`config.mk`:
```
export PLATFORM = sky130hd
export DESIGN_NAME = input_signal_conditioner
export DESIGN_NICKNAME = d
export VERILOG_FILES = /design/src/shared/input_cond_pkg.sv /design/src/rtl/input_signal_conditioner.sv
export SDC_FILE = /design/constraint.sdc
export NUM_CORES = 2
export LEC_CHECK = 0
export ABC_CLOCK_PERIOD_IN_PS = 6550
export BUFFER_PORTS_ARGS = -buffer_cell sky130_fd_sc_hd__buf_4
export CORE_MARGIN = 5
export CORE_UTILIZATION = 49
export DETAILED_ROUTE_END_ITERATION = 7
export PLACE_DENSITY = 0.65
export SLEW_MARGIN = 40
export SYNTH_ARGS = -nofsm -noshare
export SYNTH_HDL_FRONTEND = slang
export SYNTH_SLANG_ARGS = --single-unit
```
`constraint.sdc`:
```
create_clock -name core_clk -period 6.55 [get_ports core_clk]
set_input_delay 1.31 -clock core_clk [delete_from_list [all_inputs] [get_ports core_clk]]
set_output_delay 1.31 -clock core_clk [all_outputs]
set_load 0.02 [all_outputs]
```
`src/shared/input_cond_pkg.sv`:
```
package input_cond_pkg;

   // ***********************************************************
   // Channel counts
   // ***********************************************************
   localparam int NUM_CONTACT = 20;
   localparam int CONTACT_GROUPS = 5;
   localparam int NUM_LINE = 8;
   localparam int LINE_GROUPS = 2;
   localparam int NUM_VIRT = 4;
   localparam int NUM_PHYS = NUM_CONTACT + NUM_LINE;
   localparam int NUM_CHAN = NUM_PHYS + NUM_VIRT;

   // ***********************************************************
   // Timing
   // ***********************************************************
   localparam int CLK_PERIOD_NS = 5;
   localparam int MS_TICK_NS = 1000000;
   localparam int MS_TICK_CYCLES =
      (MS_TICK_NS + CLK_PERIOD_NS - 1) / CLK_PERIOD_NS;
   localparam int LED_SAVE_MS = 10000;

   // ***********************************************************
   // Register map and fields
   // ***********************************************************
   localparam logic [11:0] ADDR_CTRL = 12'h000;
   localparam logic [11:0] ADDR_SIM = 12'h004;
   localparam logic [11:0] ADDR_FUNC = 12'h008;
   localparam logic [11:0] ADDR_DEB = 12'h00C;
   localparam logic [11:0] ADDR_CFG = 12'h080;
   localparam int CTRL_APP = 0;
   localparam int CTRL_SAVE = 1;
   localparam int CTRL_MAN = 2;
   localparam int CTRL_SEL_LSB = 8;
   localparam int CTRL_W = 13;
   localparam logic [CTRL_W-1:0] CTRL_RESET = 13'h0000;
   localparam int SIM_CH_LSB = 0;
   localparam int SIM_VAL = 8;
   localparam int CFG_EN = 0;
   localparam int CFG_TYPE_LSB = 1;
   localparam int CFG_MODE_LSB = 3;
   localparam int CFG_DEB_LSB = 5;
   localparam int CFG_LED_LSB = 9;
   localparam int CFG_W = 11;
   localparam logic [CFG_W-1:0] CFG_RESET = 11'h260;

   // ***********************************************************
   // Debounce times in ms, selector 3 is the default 50 ms
   // ***********************************************************
   localparam logic [3:0] DEB_SEL_DEFAULT = 4'h3;
   localparam logic [10:0][9:0] DEB_TABLE = {10'h3E8, 10'h2EE,
      10'h1F4, 10'h0FA, 10'h096, 10'h064, 10'h04B, 10'h032,
      10'h028, 10'h01E, 10'h014};

   typedef enum logic [1:0] {DEV_SWITCH, DEV_BUTTON, DEV_CARD} devType_t;
   typedef enum logic [1:0] {PR_CLOSED, PR_OPEN, PR_RISE, PR_FALL} pressMode_t;
   typedef enum logic [1:0] {LED_OFF, LED_ON, LED_INV} ledMode_t;

endpackage

```
`src/rtl/input_signal_conditioner.sv`:
```
// Summary of operation
// - Twenty contact-sense inputs in five groups of four report open or closed.
// - Larger variant adds eight line-voltage sense inputs in two groups.
// - Four virtual inputs take values only from simulate commands.
// - Only enabled channels reach function state and events; disabled ones still debounce and drive their LEDs.
// - Join point follows whichever of physical or simulated changed last.
// - A stage that is not enabled passes its signal through unchanged.
// - Manual status overrides all sources immediately, bypassing delay and lock.
// - By default an LED lights when contact closed or voltage present.
// - Power saving darkens LEDs; any manual button press shows them again.
// - In manual control disabled LEDs operate, inverted LEDs stay inverted.
// - Without loaded application every LED is enabled and non-inverted.
// - LEDs follow the debounce output, or the manual status where one is set, untouched by lock or delay.
// - Debounce time selectable from 20 to 1000 ms, default 50 ms.
// - New level accepted only after stable longer than debounce time.
// - Device type setting picks switch, push button or card holder.
// - Push-button press is closed, open, rising or falling; release complements.
// - Card-inserted is closed, open, rising or falling; removal complements.
// - LED setting is disabled, enabled or inverted, enabled by default.
// - Manual assert button forces selected channel active, clear forces inactive.
//
// Added by the designer: the APB interface to the registers and the placing of the registers.
`timescale 1ns/10ps
`default_nettype none

module input_signal_conditioner #(
   parameter int MS_TICK_CYCLES = input_cond_pkg::MS_TICK_CYCLES,
   parameter int LED_SAVE_MS = input_cond_pkg::LED_SAVE_MS,
   parameter bit HAS_LINE = 1'b1
)(
   input wire logic core_clk,
   input wire logic rst_b,
   input wire logic psel,
   input wire logic penable,
   input wire logic pwrite,
   input wire logic [11:0] paddr,
   input wire logic [31:0] pwdata,
   output logic [31:0] prdata,
   output logic pready,
   output logic pslverr,
   input wire logic [input_cond_pkg::NUM_CONTACT-1:0] contactIn,
   input wire logic [input_cond_pkg::NUM_LINE-1:0] lineIn,
   input wire logic btnSet,
   input wire logic btnRst,
   input wire logic btnOther,
   output logic [input_cond_pkg::NUM_PHYS-1:0] ledOut,
   output logic [input_cond_pkg::NUM_CHAN-1:0] funcState,
   output logic [input_cond_pkg::NUM_CHAN-1:0] funcEvent,
   output logic manualOn
);

   localparam int NP = input_cond_pkg::NUM_PHYS;
   localparam int NC = input_cond_pkg::NUM_CHAN;
   localparam int CW = input_cond_pkg::CFG_W;

   logic [NP-1:0] sync1_q, sync2_q, rawPrev_q, stable_q, stableSeen_q;
   logic [9:0] debCnt_q [NP];
   logic [17:0] tickCnt_q;
   logic msTick_q;
   logic [2:0] btnSync1_q, btnSync2_q, btnPrev_q;
   logic [2:0] btnRise;
   logic [input_cond_pkg::CTRL_W-1:0] ctrl_q;
   logic [CW-1:0] cfg_q [NC];
   logic [NC-1:0] joinVal_q, ovrMask_q, ovrVal_q, chanVal, funcState_d;
   logic [NC-1:0] funcState_q, funcEvent_q;
   logic [NP-1:0] ledSrc, ledOut_d, ledOut_q;
   logic [15:0] saveCnt_q;
   logic saving_q;
   logic manual, manualOn_q;
   logic [4:0] manSel;
   logic pready_q, pslverr_q, apbDone, apbAccess, simWr, cfgHit, hit;
   logic [31:0] prdata_q, rdata;
   logic [4:0] cfgIdx, simCh;
   logic simVal;

   // ***********************************************************
   // Input synchronisers and millisecond tick
   // ***********************************************************
   always_ff @(posedge core_clk)
   begin
      if (!rst_b)
      begin
         sync1_q <= '0;
         sync2_q <= '0;
         btnSync1_q <= '0;
         btnSync2_q <= '0;
         btnPrev_q <= '0;
      end
      else
      begin
         sync1_q <= {lineIn & {input_cond_pkg::NUM_LINE{HAS_LINE}},
            contactIn};
         sync2_q <= sync1_q;
         btnSync1_q <= {btnOther, btnRst, btnSet};
         btnSync2_q <= btnSync1_q;
         btnPrev_q <= btnSync2_q;
      end
   end

   assign btnRise = btnSync2_q & ~btnPrev_q;

   // A single tick shared by all channels keeps each counter at ten bits.
   always_ff @(posedge core_clk)
   begin
      if (!rst_b)
      begin
         tickCnt_q <= '0;
         msTick_q <= 1'b0;
      end
      else if (tickCnt_q == 18'(MS_TICK_CYCLES - 1))
      begin
         tickCnt_q <= '0;
         msTick_q <= 1'b1;
      end
      else
      begin
         tickCnt_q <= tickCnt_q + 18'h00001;
         msTick_q <= 1'b0;
      end
   end

   // ***********************************************************
   // Debounce filter
   // ***********************************************************
   // The first tick after a change may come early, so acceptance
   // waits one tick beyond the set time to stay strictly longer.
   always_ff @(posedge core_clk)
   begin
      if (!rst_b)
      begin
         rawPrev_q <= '0;
         stable_q <= '0;
         for (int i = 0; i < NP; i++)
            debCnt_q[i] <= '0;
      end
      else
      begin
         rawPrev_q <= sync2_q;
         for (int i = 0; i < NP; i++)
         begin
            if (sync2_q[i] != rawPrev_q[i] || sync2_q[i] == stable_q[i])
               debCnt_q[i] <= '0;
            else if (msTick_q)
            begin
               if (debCnt_q[i] >= input_cond_pkg::DEB_TABLE[
                     cfg_q[i][input_cond_pkg::CFG_DEB_LSB +: 4]])
               begin
                  stable_q[i] <= sync2_q[i];
                  debCnt_q[i] <= '0;
               end
               else
                  debCnt_q[i] <= debCnt_q[i] + 10'h001;
            end
         end
      end
   end

   // ***********************************************************
   // Join point and manual override
   // ***********************************************************
   assign manual = ctrl_q[input_cond_pkg::CTRL_MAN] &
      ctrl_q[input_cond_pkg::CTRL_APP];
   assign manSel = ctrl_q[input_cond_pkg::CTRL_SEL_LSB +: 5];

   always_ff @(posedge core_clk)
   begin
      if (!rst_b)
      begin
         joinVal_q <= '0;
         stableSeen_q <= '0;
      end
      else
      begin
         stableSeen_q <= stable_q;
         for (int i = 0; i < NC; i++)
         begin
            if (i < NP && stable_q[i] != stableSeen_q[i])
               joinVal_q[i] <= stable_q[i];
            else if (simWr && simCh == 5'(i))
               joinVal_q[i] <= simVal;
         end
      end
   end

   // The override is kept only for the duration of manual mode.
   always_ff @(posedge core_clk)
   begin
      if (!rst_b)
      begin
         ovrMask_q <= '0;
         ovrVal_q <= '0;
      end
      else if (!manual)
         ovrMask_q <= '0;
      else if (cfg_q[manSel][input_cond_pkg::CFG_EN] &&
            (btnRise[0] || btnRise[1]))
      begin
         ovrMask_q[manSel] <= 1'b1;
         ovrVal_q[manSel] <= btnRise[0];
      end
   end

   assign chanVal = (manual ? ovrMask_q : '0) & ovrVal_q |
      ~(manual ? ovrMask_q : '0) & joinVal_q;

   // ***********************************************************
   // Device-type interpretation
   // ***********************************************************
   // Edge modes act like the matching level, since press and release
   // still alternate one to one on each debounced change.
   always_comb
   begin
      for (int i = 0; i < NC; i++)
      begin
         funcState_d[i] = chanVal[i];
         unique case (input_cond_pkg::devType_t'(
               cfg_q[i][input_cond_pkg::CFG_TYPE_LSB +: 2]))
            input_cond_pkg::DEV_SWITCH: funcState_d[i] = chanVal[i];
            input_cond_pkg::DEV_BUTTON,
            input_cond_pkg::DEV_CARD:
               unique case (input_cond_pkg::pressMode_t'(
                     cfg_q[i][input_cond_pkg::CFG_MODE_LSB +: 2]))
                  input_cond_pkg::PR_CLOSED,
                  input_cond_pkg::PR_RISE:
                     funcState_d[i] = chanVal[i];
                  input_cond_pkg::PR_OPEN,
                  input_cond_pkg::PR_FALL:
                     funcState_d[i] = ~chanVal[i];
               endcase
            default: funcState_d[i] = chanVal[i];
         endcase
         if (!cfg_q[i][input_cond_pkg::CFG_EN])
            funcState_d[i] = 1'b0;
      end
   end

   always_ff @(posedge core_clk)
   begin
      if (!rst_b)
      begin
         funcState_q <= '0;
         funcEvent_q <= '0;
         manualOn_q <= 1'b0;
      end
      else
      begin
         funcState_q <= funcState_d;
         funcEvent_q <= funcState_q ^ funcState_d;
         manualOn_q <= manual;
      end
   end

   // ***********************************************************
   // Status LEDs
   // ***********************************************************
   always_ff @(posedge core_clk)
   begin
      if (!rst_b || !ctrl_q[input_cond_pkg::CTRL_SAVE] || |btnRise)
      begin
         saveCnt_q <= '0;
         saving_q <= 1'b0;
      end
      else if (msTick_q && !saving_q)
      begin
         if (saveCnt_q == 16'(LED_SAVE_MS - 1))
            saving_q <= 1'b1;
         saveCnt_q <= saveCnt_q + 16'h0001;
      end
   end

   always_comb
   begin
      for (int i = 0; i < NP; i++)
      begin
         ledSrc[i] = (manual && ovrMask_q[i]) ? ovrVal_q[i] :
            stable_q[i];
         ledOut_d[i] = ledSrc[i];
         if (ctrl_q[input_cond_pkg::CTRL_APP])
            unique case (input_cond_pkg::ledMode_t'(
                  cfg_q[i][input_cond_pkg::CFG_LED_LSB +: 2]))
               input_cond_pkg::LED_OFF:
                  ledOut_d[i] = manual & ledSrc[i];
               input_cond_pkg::LED_ON: ledOut_d[i] = ledSrc[i];
               input_cond_pkg::LED_INV:
                  ledOut_d[i] = ~ledSrc[i];
               default: ledOut_d[i] = ledSrc[i];
            endcase
         if (saving_q)
            ledOut_d[i] = 1'b0;
      end
   end

   // Without an application the setting is ignored.
   always_ff @(posedge core_clk)
   begin
      if (!rst_b)
         ledOut_q <= '0;
      else
         ledOut_q <= ledOut_d;
   end

   // ***********************************************************
   // APB slave, one wait state on every access
   // ***********************************************************
   assign apbAccess = psel & penable & ~pready_q;
   assign apbDone = psel & penable & pready_q;
   assign cfgIdx = paddr[6:2];
   assign cfgHit = paddr[11:7] == input_cond_pkg::ADDR_CFG[11:7];
   assign hit = paddr[1:0] == 2'h0 && (cfgHit ||
      paddr == input_cond_pkg::ADDR_CTRL ||
      paddr == input_cond_pkg::ADDR_SIM ||
      paddr == input_cond_pkg::ADDR_FUNC ||
      paddr == input_cond_pkg::ADDR_DEB);
   assign simWr = apbDone & pwrite & (paddr == input_cond_pkg::ADDR_SIM);
   assign simCh = pwdata[input_cond_pkg::SIM_CH_LSB +: 5];
   assign simVal = pwdata[input_cond_pkg::SIM_VAL];

   always_comb
   begin
      rdata = 32'h00000000;
      if (cfgHit && paddr[1:0] == 2'h0)
         rdata = {21'h00000, cfg_q[cfgIdx]};
      else if (paddr == input_cond_pkg::ADDR_CTRL)
         rdata = {19'h00000, ctrl_q};
      else if (paddr == input_cond_pkg::ADDR_FUNC)
         rdata = funcState_q;
      else if (paddr == input_cond_pkg::ADDR_DEB)
         rdata = {4'h0, stable_q};
   end

   always_ff @(posedge core_clk)
   begin
      if (!rst_b)
      begin
         pready_q <= 1'b0;
         pslverr_q <= 1'b0;
         prdata_q <= '0;
      end
      else
      begin
         pready_q <= apbAccess;
         pslverr_q <= apbAccess & ~hit;
         prdata_q <= (apbAccess && !pwrite) ? rdata : 32'h00000000;
      end
   end

   always_ff @(posedge core_clk)
   begin
      if (!rst_b)
      begin
         ctrl_q <= input_cond_pkg::CTRL_RESET;
         for (int i = 0; i < NC; i++)
            cfg_q[i] <= input_cond_pkg::CFG_RESET;
      end
      else if (apbDone && pwrite && hit)
      begin
         if (paddr == input_cond_pkg::ADDR_CTRL)
            ctrl_q <= pwdata[input_cond_pkg::CTRL_W-1:0];
         else if (cfgHit)
            cfg_q[cfgIdx] <= pwdata[CW-1:0];
      end
   end

   assign prdata = prdata_q;
   assign pready = pready_q;
   assign pslverr = pslverr_q;
   assign ledOut = ledOut_q;
   assign funcState = funcState_q;
   assign funcEvent = funcEvent_q;
   assign manualOn = manualOn_q;

   // ***********************************************************
   // Checks
   // ***********************************************************
   disEnable_a: assert property (@(posedge core_clk) disable iff (!rst_b)
      !cfg_q[0][input_cond_pkg::CFG_EN] ##1 !cfg_q[0][input_cond_pkg::CFG_EN]
      |-> !funcState_q[0] && !funcEvent_q[0])
      else $error("Disabled channel shows activity.");
   simJoin_a: assert property (@(posedge core_clk) disable iff (!rst_b)
      simWr && simCh == 5'h00 && stable_q[0] == stableSeen_q[0]
      |=> joinVal_q[0] == $past(simVal))
      else $error("Simulated value not taken at join point.");
   manPrio_a: assert property (@(posedge core_clk) disable iff (!rst_b)
      manual && ovrMask_q[1] |-> chanVal[1] == ovrVal_q[1])
      else $error("Manual status did not override.");
   btnForce_a: assert property (@(posedge core_clk) disable iff (!rst_b)
      manual && btnRise == 3'h1 && cfg_q[manSel][input_cond_pkg::CFG_EN]
      |=> ovrMask_q[$past(manSel)] && ovrVal_q[$past(manSel)])
      else $error("Assert button did not force channel active.");
   ledDefault_a: assert property (@(posedge core_clk) disable iff (!rst_b)
      !ctrl_q[input_cond_pkg::CTRL_APP] && !saving_q
      |=> ledOut_q[2] == $past(stable_q[2]))
      else $error("Unloaded LED does not follow input.");
   ledSave_a: assert property (@(posedge core_clk) disable iff (!rst_b)
      saving_q |=> ledOut_q == '0)
      else $error("LED lit while power saving.");
   ledInvert_a: assert property (@(posedge core_clk) disable iff (!rst_b)
      manual && !saving_q && cfg_q[3][input_cond_pkg::CFG_LED_LSB +: 2] ==
      2'h2 |=> ledOut_q[3] == !$past(ledSrc[3]))
      else $error("Inverted LED not inverted in manual mode.");
   debTick_a: assert property (@(posedge core_clk) disable iff (!rst_b)
      $changed(stable_q[0]) |-> $past(msTick_q) && $past(sync2_q[0]) ==
      $past(rawPrev_q[0]))
      else $error("Debounced level changed off tick or unstable.");
   debRestart_a: assert property (@(posedge core_clk) disable iff (!rst_b)
      sync2_q[0] != rawPrev_q[0] |=> debCnt_q[0] == 10'h000)
      else $error("Debounce count not restarted.");
   apbWait_a: assert property (@(posedge core_clk) disable iff (!rst_b)
      apbAccess |=> pready_q ##1 !pready_q)
      else $error("Access not answered after one wait state.");

   simCover_c: cover property (@(posedge core_clk) disable iff (!rst_b)
      simWr ##[1:20] funcEvent_q != '0);
   manCover_c: cover property (@(posedge core_clk) disable iff (!rst_b)
      manual && btnRise[0] ##[1:20] manual && btnRise[1]);
   saveCover_c: cover property (@(posedge core_clk) disable iff (!rst_b)
      saving_q ##1 btnRise != 3'h0);

endmodule

`default_nettype wire

```
Word-level counts from Yosys, hierarchy flattened
Memories as Yosys holds them, arrays and structs flattened. A register that Yosys moved wholly into a read port is not among the register bits. Cells that the tools add are included. Widths: inputs -> output; s select.

Order comparisons: 58. Reduce and logical (&&, ||, !) cells: 333. Add/subtract/negate cells: 30. Bitwise operators: 219. Equality and inequality tests: 309. Mux-type cells: 732.

Operators by type and width (count): $mux 10 (112); $mux 1 (549); $add 10x1->10 const B (28); $ge 10x10->1 (28); $eq 2x2->1 const B (124); $reduce_or 2->1 (98); $lt 4x5->1 const B (28); $eq 2x1->1 const B (64); $logic_not 2->1 (61); $pmux 1 s2 (60); $not 1->1 (92); $or 1x1->1 (84); $reduce_and 3->1 (28); $eq 5x5->1 const B (16); $logic_and 1x1->1 (68); $and 32x32->32 (2); $mux 32 (2); $or 32x32->32 (2); $ne 1x1->1 (56); $reduce_bool 2->1 (28); $eq 5x4->1 const B (8); $and 1x1->1 (35); $logic_or 1x1->1 (35); $bwmux 32 (1); 28 further kinds (72).

Memories: 30. Input port bits: 80. ROM bits: 4480. Output and inout port bits: 127. Memory bits (writable): 632. Word-level logic and storage cells: 1794. Register bits: 421.

Memories: cfg_q (words 32, width 11, rd ports 34, clocked after Yosys merged registers in 1, write ports 32, line input_signal_conditioner.sv:63) `logic [CW-1:0] cfg_q [NC];`; debCnt_q (words 28, width 10, rd ports 28, clocked after Yosys merged registers in 0, write ports 28, line input_signal_conditioner.sv:57) `logic [9:0] debCnt_q [NP];`; (no name shown) (words 16, width 10, rd ports 1, clocked after Yosys merged registers in 0, write ports 0, line input_signal_conditioner.sv:145) `if (debCnt_q[i] >= input_cond_pkg::DEB_TABLE[`; (no name shown) (words 16, width 10, rd ports 1, clocked after Yosys merged registers in 0, write ports 0, line input_signal_conditioner.sv:145); (no name shown) (words 16, width 10, rd ports 1, clocked after Yosys merged registers in 0, write ports 0, line input_signal_conditioner.sv:145); (no name shown) (words 16, width 10, rd ports 1, clocked after Yosys merged registers in 0, write ports 0, line input_signal_conditioner.sv:145); 24 more memories.

Longest topological paths before layout
Depth after elaboration: 12. Mapped depth: 11. Depth with buffers taken out: 11.

Worst setup path after synthesis
Ideal clock, no wire load.

Path type: input-to-reg. Start: input port paddr[9]. End: memory cfg_q[10][0] (netlist bit), enable pin. Data required time: 6.156 ns. Data arrival time: 3.557 ns. Path slack: 2.598 ns. Buffers on the path: 2. Stages: 7. Setup time: 0.394 ns. Cell sequence: nor4_1 > nand3_1 > nor3_1 > nand3b_1 > clkbuf_1 > clkbuf_1 > o21ai_0.

RTL lines: from (decl) (line input_signal_conditioner.sv:36) `input wire logic [11:0] paddr,`; to (decl) (line input_signal_conditioner.sv:63).

==> flow_summary.ini <==
[final_layout]
finalNetCount = 6275
area_growth_pct = 12.2
drive_above_1_share_pct = 10.4
mostFrequentLayoutCell = nor2_1
fin_util_pct = 55.4
fillers = 10100
final_cell_mix = nor2_1 (715), edfxtp_1 (632), ha_1 (477), dfxtp_1 (423), and2_1 (325)
fin_area_mm2 = 0.0654

[detailed_routing]
drt-wirelength-per-cell_um = 22.0
firstDrtPassIters = 6
wirelength_um = 162000
avgViaCountPerCell = 5.77
vias = 42500
detail-route-antenna-nets = 0
drc = 0
drt-initial-drc-count = 3695

[synth]
synth-adder-area-share_pct = 10.7
synth_cell_types = 67
seq_area_frac_synth_pct = 47.2
synth_nets = 6163
synth-edff-count = 632
synth-compound-area-share_pct = 9.37
synth_simple_gate_area_share_pct = 18.0
synth_mux_area_share_pct = 5.55
synth_top_family_by_area = simple AND/OR/NAND/NOR gates
synth-main-ff-cell = edfxtp_1
avgSynthCellArea_um2 = 10.4
syn_inst = 5606
yosys_warnings = 0
netlist_area_mm2 = 0.0583
synth_async_sr_flop_share_pct = 0
synth_seq_cells = 1058
yosys.area_share.xor_xnor_pct = 5.62

[placed_design]
gp_congestion = 0.949
io_buffers = 187
dp_hpwl_um = 114000
pre_cts_ws_ns = 1.95
dpl_cell_area_mm2 = 0.0613

[setup_path]
worstPathRequired_ns = 6.97
end_kind = flip-flop
critPathKind = input port to flip-flop
crit_chain = buf_4 -> nor4_1 -> buf_4 -> nand3_1 -> nor3_1 -> nand3b_1 -> o21ai_0 -> buf_4
cp.depth = 8
path_max_fanout = 11
cp_data_arrival_time_ns = 4.49
cp_common_cell = buf_4
reg2reg_slack_ns = 2.82
start_kind = input port
slowest_delay_ns = 0.81
crit_start = paddr[9]
path_buf_inv = 3
r2r_cells = 7
cp_slowest_cell = o21ai_0
r2r_end = ovrVal_q[21]
cp_top_family = simple AND/OR/NAND/NOR gates

[run]
max-cap-violations = 0

[min_path]
hp-class = flip-flop to flip-flop
min_to = sync2_q[24]
worstHoldStart = sync1_q[24]
hold_depth = 1

[timing]
period_minus_slack_ns = 4.07
layout_setup_ws_ns = 2.48
rsz0062_at_grt = no
fin_tns_setup_ns = 0
drv_slew = 0
setup-violations-final = 0
final-hold-violation-count = 0
worstMarginPinSlew_ns = 0.833
fmax_mhz = 246
post-route-period-util_pct = 62.1
skew_ns = 0.0385
slew_headroom_pct = 44.5

[grt]
grtUsageTotal_pct = 25.1
grt_max_degree = 92
grt_pass1_vias = 41100
grt_first_pass_wirelength_um = 246000
overflow = 0
antenna_found_initial = 12

[power]
pwr-share-clk_pct = 46.7
p_comb_share_pct = 4.6
pwr-share-seq_pct = 48.7
p_switching_mw = 3.41
netSwitchingFraction_pct = 23.1
p_leak_nw = 25.8
ir_drop_mv = 0.222
internal-power_mw = 11.4
power_density_mw_per_mm2 = 226
power_mw = 14.8

[clocking]
cts_inserted_buffers = 115
clockBufferDepth = 3
cts.sinks = 1058
clkLatencyLatePin_ns = 0.74
cts_tree = done
postCtsSetupBuffers = 0
cts_root_buf = clkbuf_16
cts_resized = 0
htree_levels = 3
cts_hold_buf = 0
cts.clk_slew.worst_paths_ns = 0.06

[die]
start_util_pct = 49.4
ioPinCount = 207
num_rows = 126
die_w_um = 355
core_mm2 = 0.118
dieArea_mm2 = 0.126
die_h_um = 355

[run_status]
status = complete, no violations
layout make-up:
| cell class | instances | area, um2 | area share [%] |
|---|---|---|---|
| inverter | 270 | 1020 | 1.56 |
| tap | 1536 | 1920 | 2.94 |
| clock buffer | 166 | 3480 | 5.33 |
| sequential | 1058 | 27500 | 42.1 |
| timing repair buffer | 265 | 2010 | 3.07 |
| antenna | 7 | 17.5 | 0.0268 |
| clock inverter | 54 | 608 | 0.930 |
| multi-input combinational | 4008 | 28800 | 44.1 |
flip-flops by register name (all words and copies together), names as in the netlist, 3 cells and up, named ones only:
signal,cells
btnSync2_q,3
sync2_q,28
ledOut,28
joinVal_q,32
stableSeen_q,28
debCnt_q,280
stable_q,28
prdata,32
rawPrev_q,28
funcEvent,32
funcState,32
tickCnt_q,18
sync1_q,28
ctrl_q,13
ovrVal_q,32
cfg_q,352
ovrMask_q,32
btnPrev_q,3
btnSync1_q,3
saveCnt_q,16
logic make-up after synthesis:
kind of cell / after synthesis
xor gates and xnor gates: 374
and+or+nand+nor: 2100
adders and majority gates: 505
DFF: 1058
AOI/OAI and AO/OA: 831
buffers and inverters: 540
muxes: 198
power by group through the flow:
| stage | Clock [mW] | Sequential, mW | Combinational [mW] |
|---|---|---|---|
| after floorplan | 0 | 7.29 | 0.435 |
| after global placement | 0 | 7.33 | 0.659 |
| after detailed placement | 0 | 7.33 | 0.672 |
| after CTS | 6.99 | 7.19 | 0.676 |
| after global routing | 7.28 | 7.20 | 0.732 |
| final | 6.90 | 7.19 | 0.684 |
cell usage after synthesis, drive strengths merged, types with 56 or more instances:
cell / n / area (um2)
mux4: 99 / 2230
a21o: 56 / 420
a211oi: 56 / 420
edfxtp: 632 / 19000
clkbuf: 235 / 882
dfxtp: 426 / 8530
ha: 477 / 5970
and2: 326 / 2040
nand2: 320 / 1220
o21ai: 224 / 1120
or3: 133 / 832
nand2b: 150 / 938
inv: 268 / 1010
xor2: 249 / 2180
nor2: 717 / 2690
xnor2: 125 / 1090
mux2i: 88 / 885
nand3: 212 / 1060
a21oi: 218 / 1090
how the worst max path moves through the flow:
| stage | slack (ns) | to |
|---|---|---|
| floorplan | 2.60 | cfg_q[10][0] |
| global placement | 1.96 | cfg_q[26][9] |
| detailed placement | 1.95 | cfg_q[14][5] |
| CTS | 2.69 | cfg_q[14][5] |
| global route | 2.39 | cfg_q[14][5] |
| finish | 2.48 | cfg_q[14][9] |
stage by stage:
step	hold slack [ns]	std cells
2_1_floorplan	0.410	5606
3_3_place_gp	0.416	7133
3_5_place_dp	0.418	7137
4_1_cts	0.432	7357
5_1_grt	0.449	7358
6_report	0.434	7364
worst reg2reg max path: cells and delay by family, from the launching register on:
family	cells	cell delay, ns
flip-flops	1	0.64
buffers and inverters	1	0.34
AND/OR/NAND/NOR	2	1.24
multiplexers	2	0.72
AO/OA/AOI/OAI	2	0.68
metal layers:
| metal | part of all wire [%] | GRT usage [%] | wire [um] |
|---|---|---|---|
| met3 | 7.9 | 5.17 | 12800 |
| met4 | 3.9 | 9.40 | 6330 |
| met1 | 43 | 33.6 | 69100 |
| met2 | 45 | 40.4 | 73600 |
| met5 | 0.019 | 0 | 30 |
(Power assumes the default switching activity.)
